### config.mk
export PLATFORM = sky130hd
export DESIGN_NAME = ccs_core
export DESIGN_NICKNAME = d
export VERILOG_FILES = /design/src/rtl/ccs_pkg.sv /design/src/rtl/ccs_bank_ram.sv /design/src/rtl/ccs_core.sv
export SDC_FILE = /design/constraint.sdc
export NUM_CORES = 2
export LEC_CHECK = 0
export ABC_AREA = 1
export BUFFER_PORTS_ARGS = -buffer_cell sky130_fd_sc_hd__buf_2
export CAP_MARGIN = 20
export CORE_MARGIN = 2
export CORE_UTILIZATION = 30
export CTS_BUF_LIST = sky130_fd_sc_hd__clkbuf_4 sky130_fd_sc_hd__clkbuf_8 sky130_fd_sc_hd__clkbuf_16
export CTS_CLUSTER_SIZE = 20
export DETAILED_ROUTE_END_ITERATION = 8
export SYNTH_ARGS = -nofsm -noshare
export SYNTH_HDL_FRONTEND = slang
export SYNTH_SLANG_ARGS = --single-unit
### constraint.sdc
create_clock -name i_mclk -period 16 [get_ports i_mclk]
set_clock_uncertainty 0.1 [all_clocks]
set_input_delay 4 -clock i_mclk [delete_from_list [all_inputs] [get_ports i_mclk]]
set_output_delay 4 -clock i_mclk [all_outputs]
set_load 0.02 [all_outputs]
### src/rtl/ccs_pkg.sv
package ccs_pkg;

  // ----------------------------------------------------------------------
  // Widths and sizes
  // ----------------------------------------------------------------------
  localparam int DATA_W     = 16;
  localparam int RAM_AW     = 6;
  localparam int SP_W       = 15;  // 32 Kword pointer range; stack words sit in the 64-word scratch RAM.
  localparam int PC_W       = 24;
  localparam int BANK_WORDS = 16;

  // ----------------------------------------------------------------------
  // Timing
  // ----------------------------------------------------------------------
  localparam int CLK_PERIOD_PS     = 10000;
  localparam int MACHINE_CYCLE_PS  = 12500;
  // A longest time rounds down, never below one clock.
  localparam int MACHINE_CYCLES    =
    (MACHINE_CYCLE_PS / CLK_PERIOD_PS < 1) ? 1 :
    MACHINE_CYCLE_PS / CLK_PERIOD_PS;
  localparam int DIV_LAUNCH_CYCLES = 4;
  localparam int DIV_ITERS         = 32;

  // ----------------------------------------------------------------------
  // Reset values and steps
  // ----------------------------------------------------------------------
  localparam logic [SP_W-1:0] SP_RESET   = 15'h7FFF;
  localparam logic [PC_W-1:0] PC_RESET   = 24'h000000;
  localparam logic [PC_W-1:0] PC_STEP2   = 24'h000002;
  localparam logic [PC_W-1:0] PC_STEP4   = 24'h000004;
  localparam logic [4:0]      DIV_CNT_LAST = 5'h1F;

  // ----------------------------------------------------------------------
  // Encodings
  // ----------------------------------------------------------------------
  typedef enum logic [3:0] {
    OP_ADD  = 4'h0,
    OP_SUB  = 4'h1,
    OP_AND  = 4'h2,
    OP_SHL  = 4'h3,
    OP_SHR  = 4'h4,
    OP_ROL  = 4'h5,
    OP_MUL  = 4'h6,
    OP_DIV  = 4'h7,
    OP_BR   = 4'h8,
    OP_PUSH = 4'h9,
    OP_POP  = 4'hA,
    OP_MOV  = 4'hB
  } ccs_op_type;

  typedef enum logic [1:0] {
    MODE_IMM = 2'h0,
    MODE_DIR = 2'h1,
    MODE_IND = 2'h2
  } ccs_mode_type;

  typedef enum logic [1:0] {
    SIZE_BIT  = 2'h0,
    SIZE_BYTE = 2'h1,
    SIZE_WORD = 2'h2
  } ccs_size_type;

endpackage

### src/rtl/ccs_bank_ram.sv
`timescale 1ns/10ps
module ccs_bank_ram
  import ccs_pkg::*;
(
  input  wire logic              i_mclk,
  input  wire logic              i_ce,
  input  wire logic              i_wr_en,
  input  wire logic [RAM_AW-1:0] i_wr_addr,
  input  wire logic [DATA_W-1:0] i_wr_data,
  input  wire logic [RAM_AW-1:0] i_rd_addr,
  output logic      [DATA_W-1:0] o_rd_data
);

  // Scratch words holding register banks and the stack; no reset.
  logic [DATA_W-1:0] mem_r [0:(1<<RAM_AW)-1];

  // Write port.
  always_ff @(posedge i_mclk) begin
    if (i_ce && i_wr_en) begin
      mem_r[i_wr_addr] <= i_wr_data;
    end
  end

  // Registered read port; a same-address write returns old data.
  always_ff @(posedge i_mclk) begin
    if (i_ce) begin
      o_rd_data <= mem_r[i_rd_addr];
    end
  end

endmodule // ccs_bank_ram

### src/rtl/ccs_core.sv
// Behaviour
// - Most operations finish in one machine cycle, 12.5 ns at 80 MHz.
// - Shifts and rotates take one cycle whatever the shift distance.
// - Multiply completes in one cycle.
// - 32/16 division launches within four cycles, iterates in background.
// - Branches are predicted; a correct prediction costs no extra time.
// - Banks of sixteen word registers, all held in the 64-word scratch RAM.
// - Bank base pointer always selects the active register bank base.
// - Bank copies limited only by RAM; banks may overlap.
// - Stack pointer spans 32 Kwords; stack words sit in the 64-word scratch RAM at its low six bits.
// - Each push compares the pointer with the upper limit, each pop with the lower limit.
// - Instructions are two or four bytes; operands bits, bytes, words.
// - Operands come by direct, indirect or immediate addressing.
`timescale 1ns/10ps
module ccs_core
  import ccs_pkg::*;
(
  input  wire logic              i_mclk,
  input  wire logic              i_reset_n,
  input  wire logic              i_ce,
  input  wire logic              i_op_valid,
  input  wire logic [3:0]        i_op_code,
  input  wire logic              i_op_len4,
  input  wire logic [1:0]        i_op_mode,
  input  wire logic [1:0]        i_op_size,
  input  wire logic [3:0]        i_op_reg,
  input  wire logic [DATA_W-1:0] i_op_a,
  input  wire logic [DATA_W-1:0] i_op_imm,
  input  wire logic              i_br_taken,
  input  wire logic [PC_W-1:0]   i_br_target,
  input  wire logic [DATA_W-1:0] i_bank_base_pointer,
  input  wire logic [SP_W-1:0]   i_stack_upper_limit,
  input  wire logic [SP_W-1:0]   i_stack_lower_limit,
  output logic      [DATA_W-1:0] o_result,
  output logic      [DATA_W-1:0] o_result_hi,
  output logic                   o_result_valid,
  output logic      [PC_W-1:0]   o_fetch_addr,
  output logic                   o_br_predict,
  output logic                   o_br_mispredict,
  output logic                   o_div_busy,
  output logic                   o_div_done,
  output logic      [DATA_W-1:0] o_div_quot,
  output logic      [DATA_W-1:0] o_div_rem,
  output logic      [SP_W-1:0]   o_stack_top_pointer,
  output logic                   o_stack_overflow,
  output logic                   o_stack_underflow,
  output logic                   o_stack_fault
);

  // ----------------------------------------------------------------------
  // Issue stage: addresses and stack checks
  // ----------------------------------------------------------------------
  logic              s1_valid_r;
  ccs_op_type        s1_op_r;
  ccs_mode_type      s1_mode_r;
  ccs_size_type      s1_size_r;
  logic [DATA_W-1:0] s1_a_r;
  logic [DATA_W-1:0] s1_imm_r;
  logic [RAM_AW-1:0] s1_wr_addr_r;
  logic              s1_fault_r;
  logic [RAM_AW-1:0] bank_addr_w;
  logic [RAM_AW-1:0] rd_addr_w;
  logic [SP_W-1:0]   push_sp_w;
  logic [SP_W-1:0]   pop_sp_w;
  logic              is_push_w;
  logic              is_pop_w;
  logic              ovf_w;
  logic              unf_w;

  // Overlapping banks fall out of plain base plus index addressing.
  assign bank_addr_w = RAM_AW'(i_bank_base_pointer) +
                       RAM_AW'(i_op_reg);
  assign is_push_w   = i_op_valid && (i_op_code == OP_PUSH);
  assign is_pop_w    = i_op_valid && (i_op_code == OP_POP);
  assign push_sp_w   = SP_W'(o_stack_top_pointer - 15'h0001);
  assign pop_sp_w    = SP_W'(o_stack_top_pointer + 15'h0001);
  // The stack grows downward; a push is checked against the upper limit, a pop against the lower.
  assign ovf_w = is_push_w && (push_sp_w < i_stack_upper_limit);
  assign unf_w = is_pop_w && (pop_sp_w > i_stack_lower_limit);

  // Read source: stack slot, pointer operand, or active bank register.
  always_comb begin
    if (i_op_code == OP_POP) begin
      rd_addr_w = RAM_AW'(o_stack_top_pointer);
    end else if (i_op_mode == MODE_IND) begin
      rd_addr_w = RAM_AW'(i_op_imm);
    end else begin
      rd_addr_w = bank_addr_w;
    end
  end

  // Issue registers; one operation accepted every clock.
  always_ff @(posedge i_mclk or negedge i_reset_n) begin
    if (!i_reset_n) begin
      s1_valid_r   <= 1'b0;
      s1_op_r      <= OP_ADD;
      s1_mode_r    <= MODE_IMM;
      s1_size_r    <= SIZE_WORD;
      s1_a_r       <= 16'h0000;
      s1_imm_r     <= 16'h0000;
      s1_wr_addr_r <= 6'h00;
      s1_fault_r   <= 1'b0;
    end else if (i_ce) begin
      s1_valid_r   <= i_op_valid;
      s1_op_r      <= ccs_op_type'(i_op_code);
      s1_mode_r    <= ccs_mode_type'(i_op_mode);
      s1_size_r    <= ccs_size_type'(i_op_size);
      s1_a_r       <= i_op_a;
      s1_imm_r     <= i_op_imm;
      s1_wr_addr_r <= is_push_w ? RAM_AW'(push_sp_w) : bank_addr_w;
      s1_fault_r   <= ovf_w;
    end
  end

  // ----------------------------------------------------------------------
  // Stack pointer and fault events
  // ----------------------------------------------------------------------
  // A faulting access leaves the pointer where it was.
  always_ff @(posedge i_mclk or negedge i_reset_n) begin
    if (!i_reset_n) begin
      o_stack_top_pointer <= SP_RESET;
      o_stack_overflow    <= 1'b0;
      o_stack_underflow   <= 1'b0;
      o_stack_fault       <= 1'b0;
    end else if (i_ce) begin
      if (is_push_w && !ovf_w) begin
        o_stack_top_pointer <= push_sp_w;
      end else if (is_pop_w && !unf_w) begin
        o_stack_top_pointer <= pop_sp_w;
      end
      o_stack_overflow  <= ovf_w;
      o_stack_underflow <= unf_w;
      o_stack_fault     <= ovf_w || unf_w;
    end
  end

  // ----------------------------------------------------------------------
  // Execute stage
  // ----------------------------------------------------------------------
  logic [DATA_W-1:0] rd_data_w;
  logic [DATA_W-1:0] opb_w;
  logic [3:0]        shamt_w;
  logic [31:0]       prod_w;
  logic [31:0]       rol_w;
  logic [DATA_W-1:0] res_w;
  logic [DATA_W-1:0] sized_w;
  logic              wr_en_w;
  logic [DATA_W-1:0] wr_data_w;

  assign opb_w   = (s1_mode_r == MODE_IMM) ? s1_imm_r : rd_data_w;
  assign shamt_w = opb_w[3:0];
  // Full-width multiplier and barrel shifter: one cycle for any operand.
  assign prod_w  = 32'(s1_a_r) * 32'(opb_w);
  assign rol_w   = {s1_a_r, s1_a_r} << shamt_w;

  // Operation result, then trimmed to the operand size.
  always_comb begin
    case (s1_op_r)
      OP_ADD:  res_w = DATA_W'(s1_a_r + opb_w);
      OP_SUB:  res_w = DATA_W'(s1_a_r - opb_w);
      OP_AND:  res_w = s1_a_r & opb_w;
      OP_SHL:  res_w = s1_a_r << shamt_w;
      OP_SHR:  res_w = s1_a_r >> shamt_w;
      OP_ROL:  res_w = rol_w[31:16];
      OP_MUL:  res_w = prod_w[15:0];
      OP_MOV:  res_w = opb_w;
      OP_POP:  res_w = rd_data_w;
      default: res_w = s1_a_r;
    endcase
    case (s1_size_r)
      SIZE_BIT:  sized_w = {15'h0000, res_w[0]};
      SIZE_BYTE: sized_w = {8'h00, res_w[7:0]};
      default:   sized_w = res_w;
    endcase
  end

  // Write-back to the bank register, or the pushed word to the stack.
  // No forwarding: a read of a register written the cycle before sees
  // the old value, so the issuing side must space dependent operations.
  always_comb begin
    wr_en_w   = 1'b0;
    wr_data_w = sized_w;
    if (s1_valid_r) begin
      case (s1_op_r)
        OP_DIV, OP_BR, OP_POP: wr_en_w = 1'b0;
        OP_PUSH: begin
          wr_en_w   = !s1_fault_r;
          wr_data_w = s1_a_r;
        end
        default: wr_en_w = 1'b1;
      endcase
    end
  end

  ccs_bank_ram u_ram (
    .i_mclk    (i_mclk),
    .i_ce      (i_ce),
    .i_wr_en   (wr_en_w),
    .i_wr_addr (s1_wr_addr_r),
    .i_wr_data (wr_data_w),
    .i_rd_addr (rd_addr_w),
    .o_rd_data (rd_data_w)
  );

  // Results leave on the clock after execute.
  always_ff @(posedge i_mclk or negedge i_reset_n) begin
    if (!i_reset_n) begin
      o_result       <= 16'h0000;
      o_result_hi    <= 16'h0000;
      o_result_valid <= 1'b0;
    end else if (i_ce) begin
      o_result_valid <= s1_valid_r && (s1_op_r != OP_DIV) &&
                        (s1_op_r != OP_BR) && (s1_op_r != OP_PUSH);
      o_result       <= sized_w;
      o_result_hi    <= prod_w[31:16];
    end
  end

  // ----------------------------------------------------------------------
  // Background divider
  // ----------------------------------------------------------------------
  logic [31:0]       div_quo_r;
  logic [DATA_W-1:0] div_rem_r;
  logic [DATA_W-1:0] div_dvs_r;
  logic [4:0]        div_cnt_r;
  logic [16:0]       div_shift_w;
  logic              div_ge_w;

  assign div_shift_w = {div_rem_r, div_quo_r[31]};
  assign div_ge_w    = div_shift_w >= {1'b0, div_dvs_r};

  // Restoring division, one quotient bit per clock, while issue goes on.
  // A division offered while one is running is dropped.
  always_ff @(posedge i_mclk or negedge i_reset_n) begin
    if (!i_reset_n) begin
      div_quo_r  <= 32'h00000000;
      div_rem_r  <= 16'h0000;
      div_dvs_r  <= 16'h0000;
      div_cnt_r  <= 5'h00;
      o_div_busy <= 1'b0;
      o_div_done <= 1'b0;
      o_div_quot <= 16'h0000;
      o_div_rem  <= 16'h0000;
    end else if (i_ce) begin
      o_div_done <= 1'b0;
      if (!o_div_busy && s1_valid_r && (s1_op_r == OP_DIV)) begin
        div_quo_r  <= {s1_a_r, s1_imm_r};
        div_dvs_r  <= rd_data_w;
        div_rem_r  <= 16'h0000;
        div_cnt_r  <= 5'h00;
        o_div_busy <= 1'b1;
      end else if (o_div_busy) begin
        div_rem_r <= div_ge_w ? DATA_W'(div_shift_w - {1'b0, div_dvs_r})
                              : div_shift_w[15:0];
        div_quo_r <= {div_quo_r[30:0], div_ge_w};
        div_cnt_r <= div_cnt_r + 5'h01;
        if (div_cnt_r == DIV_CNT_LAST) begin
          o_div_busy <= 1'b0;
          o_div_done <= 1'b1;
          o_div_quot <= {div_quo_r[14:0], div_ge_w};
          o_div_rem  <= div_ge_w ? DATA_W'(div_shift_w - {1'b0, div_dvs_r})
                                 : div_shift_w[15:0];
        end
      end
    end
  end

  // ----------------------------------------------------------------------
  // Fetch address and branch prediction
  // ----------------------------------------------------------------------
  // Last-outcome predictor: a taken branch redirects fetch at once, hit or miss, with no bubble.
  always_ff @(posedge i_mclk or negedge i_reset_n) begin
    if (!i_reset_n) begin
      o_fetch_addr    <= PC_RESET;
      o_br_predict    <= 1'b0;
      o_br_mispredict <= 1'b0;
    end else if (i_ce) begin
      o_br_mispredict <= 1'b0;
      if (i_op_valid) begin
        if (i_op_code == OP_BR && i_br_taken) begin
          o_fetch_addr <= i_br_target;
        end else begin
          o_fetch_addr <= o_fetch_addr +
                          (i_op_len4 ? PC_STEP4 : PC_STEP2);
        end
        if (i_op_code == OP_BR) begin
          o_br_predict    <= i_br_taken;
          o_br_mispredict <= i_br_taken != o_br_predict;
        end
      end
    end
  end

  // ----------------------------------------------------------------------
  // Checks
  // ----------------------------------------------------------------------
  localparam int DIV_LAUNCH_MAX = DIV_LAUNCH_CYCLES;
  localparam int DIV_DONE_MIN   = DIV_ITERS - 2;
  localparam int DIV_DONE_MAX   = DIV_ITERS + 2;
endmodule // ccs_core

==> results.py <==
metrics = {
    "run_status": {
        "run_status": "finished clean",
    },
    "synth": {
        "yosys.area_share.adder_pct": 9.11,
        "ys_seq_elements": 1267,
        "seq_area_frac_synth_pct": 54.4,
        "synth_compound_area_share_pct": 8.02,
        "synth-simple-area-share_pct": 19.6,
        "synth_cell_types": 63,
        "netlist_area_sq_um": 67800,
        "muxShareOfSynthArea_pct": 0.0166,
        "yosys_most_used_dff": "edfxtp_1",
        "synthXorXnorAreaFrac_pct": 0.904,
        "synth_top_family_by_area": "simple AND/OR/NAND/NOR gates",
        "ys_warn_count": 0,
        "syn-num-nets": 7528,
        "synth_edf_count": 1040,
        "synth_area_per_cell_sq_um": 9.65,
        "syn_inst": 7033,
        "async_reset_ff_share_pct": 17.9,
    },
    "critical_path": {
        "critPathRequiredTime_ps": 16430,
        "crit_arrival_ps": 9300,
        "criticalPathCategory": "primary input to flip-flop",
        "cp-end-kind": "flip-flop",
        "r2r_cells": 28,
        "crit_path_start_kind": "primary input",
        "cp_max_fo": 220,
    },
    "detailed_routing": {
        "num_vias": 51191,
        "drtAntennaViolNets": 0,
        "wirelength_microns": 213000,
        "drt_iter0_drc": 5006,
        "wl_per_cell_microns": 20.7,
        "drc": 0,
        "routed_via_density": 4.98,
        "firstDrtPassIters": 5,
    },
    "timing": {
        "max_freq_mhz": 113,
        "setup_slack_ps": 7140,
        "rsz0062_at_grt": "false",
        "finalSetupTns_ps": 0,
        "final.period_utilization_pct": 55.4,
        "tightest_slew_ps": 1140,
        "hold_viol_final": 0,
        "period_needed_ps": 8860,
        "setup_viol": 0,
        "relSlewSlack_pct": 23.7,
        "slew_viol_final": 0,
    },
    "min_path": {
        "hp-class": "flip-flop to flip-flop",
        "holdPathStages": 2,
    },
    "grt": {
        "grt_pass1_wl_microns": 316000,
        "grt_max_degree": 221,
        "grt_antenna_before_repair": 7,
        "grt_pass1_vias": 49753,
        "grt_overflow_total": 0,
        "grt_usage_pct": 18.2,
    },
    "cells_and_area": {
        "top_regs": "u_ram.mem_r (1024), div_quo_r (32), o_fetch_addr (24)",
        "utilization_pct": 34.2,
        "nets": 7667,
        "largest_register_ffs": 1024,
        "syn_to_final_growth_pct": 13.2,
        "num-fill-cells": 22637,
        "layout-drive-gt1-share_pct": 9.63,
        "largest-register": "u_ram.mem_r",
        "final_common_cell": "nand2_1",
        "mostFrequentLayoutCells": "nand2_1, edfxtp_1, inv_1",
    },
    "die": {
        "placementRows": 174,
        "fp.dieW_microns": 480,
        "die-height_microns": 480,
        "start_util_pct": 30.2,
        "fp.dieArea_sq_um": 230000,
        "design.core.area_sq_um": 225000,
        "io_pins": 231,
    },
    "pwr": {
        "pwr-share-clk_pct": 20.3,
        "p_sw_mw": 7.29,
        "p_leak_nw": 32.4,
        "p_int_mw": 8.45,
        "seqPwrFrac_pct": 26.3,
        "irDropWorstVdd_mv": 0.501,
        "p_comb_share_pct": 53.4,
        "p_sw_share_pct": 46.3,
        "power_density_nw_per_um2": 205,
    },
    "clock_network": {
        "clk_pin_slew_ps": 60,
        "clock-root-buffer": "clkbuf_16",
        "hold_buffers": 0,
        "postCtsSetupBuffers": 0,
        "clock_path_buffers": 3,
        "clk_latency_ps": 790,
        "cts_sinks": 1267,
        "cts_tree": "built",
        "ctsResizeCount": 0,
        "htreeDepth": 4,
        "cts_buffers": 139,
    },
    "place": {
        "gp_congestion": 0.947,
        "dp_hpwl_microns": 138000,
        "pre_cts_ws_ps": 6420,
        "portBuffers": 220,
    },
    "job": {
        "cap_violations": 0,
    },
}
==> stage by stage <==
stage                     instance area [sq um]  power (mW)  instances  hold slack [ps]
after global routing                      76800        17.0      10277              400
after CTS                                 76800        15.8      10273              378
after floorplan                           67800        9.78       7033              348
after detailed placement                  72200        12.5      10021              361
final                                     76800        15.7      10280              372
after global placement                    72200        12.5      10020              360
==> path summary, 6_finish.rpt <==
| kind | slack (ps) | from | endpoint |
|---|---|---|---|
| max | 7140 | i_op_reg[0] | u_ram.o_rd_data[2]$_DFFE_PP_ |
| min | 370 | o_result_hi[12]$_DFFE_PN0P_ | o_result_hi[12]$_DFFE_PN0P_ |
| max reg2reg | 7140 | s1_mode_r[1]$_DFFE_PN0P_ | u_ram.mem_r[0][15]$_DFFE_PP_ |
| min reg2reg | 370 | o_result_hi[12]$_DFFE_PN0P_ | o_result_hi[12]$_DFFE_PN0P_ |
| max in group asynchronous | 11100 | i_reset_n | o_result_hi[5]$_DFFE_PN0P_ |
| min in group asynchronous | 3130 | i_reset_n | o_div_rem[14]$_DFFE_PN0P_ |
==> logic make-up after synthesis <==
group,Yosys count
simple gates,3143
buf+inv,1322
flops,1267
compound gates,855
fa+ha+maj,375
xor+xnor,70
mux,1
==> routing by layer <==
layer / share of wire (%) / track usage (%) / up-vias
met5: 0 / 0 / -
met4: 4.0 / 7.20 / 0
met3: 7.5 / 3.10 / 379
met2: 47 / 29.6 / 1910
met1: 42 / 24.1 / 25079
li1: - / - / 23823
==> worst max-delay path, cell delays in order <==
cell and delay (ps):
buf_2 100, ha_1 280, inv_1 250, nand2_1 80, o21ai_1 150, nand2_4 250
nand2_8 390, buf_12 600, buf_4 810, buf_4 920, nand2_1 110, o211ai_1 140
nand3_1 150, nand3_1 180, nand3_1 220, nand3_1 170, nand2_1 70
==> cell type report <==
type / count / area, sq um / share of cell area [%]
tap: 2992 / 3740 / 4.87
inverter: 964 / 3640 / 4.73
clock inverter: 68 / 664 / 0.865
multi-input combinational: 4444 / 25700 / 33.5
timing repair buffer: 356 / 2220 / 2.90
antenna: 5 / 12.5 / 0.0163
sequential: 1267 / 36900 / 48.1
clock buffer: 184 / 3880 / 5.05
==> power by group through the flow <==
| stage | combinational [mW] | sequential, mW | clock [mW] |
|---|---|---|---|
| after detailed placement | 8.30 | 4.20 | 0 |
| after global routing | 9.45 | 4.16 | 3.38 |
| after CTS | 8.38 | 4.14 | 3.25 |
| final | 8.40 | 4.14 | 3.19 |
| after global placement | 8.31 | 4.20 | 0 |
| after floorplan | 5.57 | 4.21 | 0 |
==> cells in the mapped netlist (125+ instances only) <==
library cell | number | share of area [%]
nand3_1 | 811 | 6.0
nand2_1 | 1833 | 10
o211ai_1 | 354 | 3.9
edfxtp_1 | 1040 | 46
buf_2 | 192 | 1.4
ha_1 | 177 | 3.3
inv_1 | 942 | 5.2
nor2_1 | 347 | 1.9
a21oi_1 | 125 | 0.92
fa_1 | 198 | 5.8
o21ai_0 | 222 | 1.6
dfrtp_1 | 211 | 7.8
Note: power is estimated with default switching activity, not from simulation.
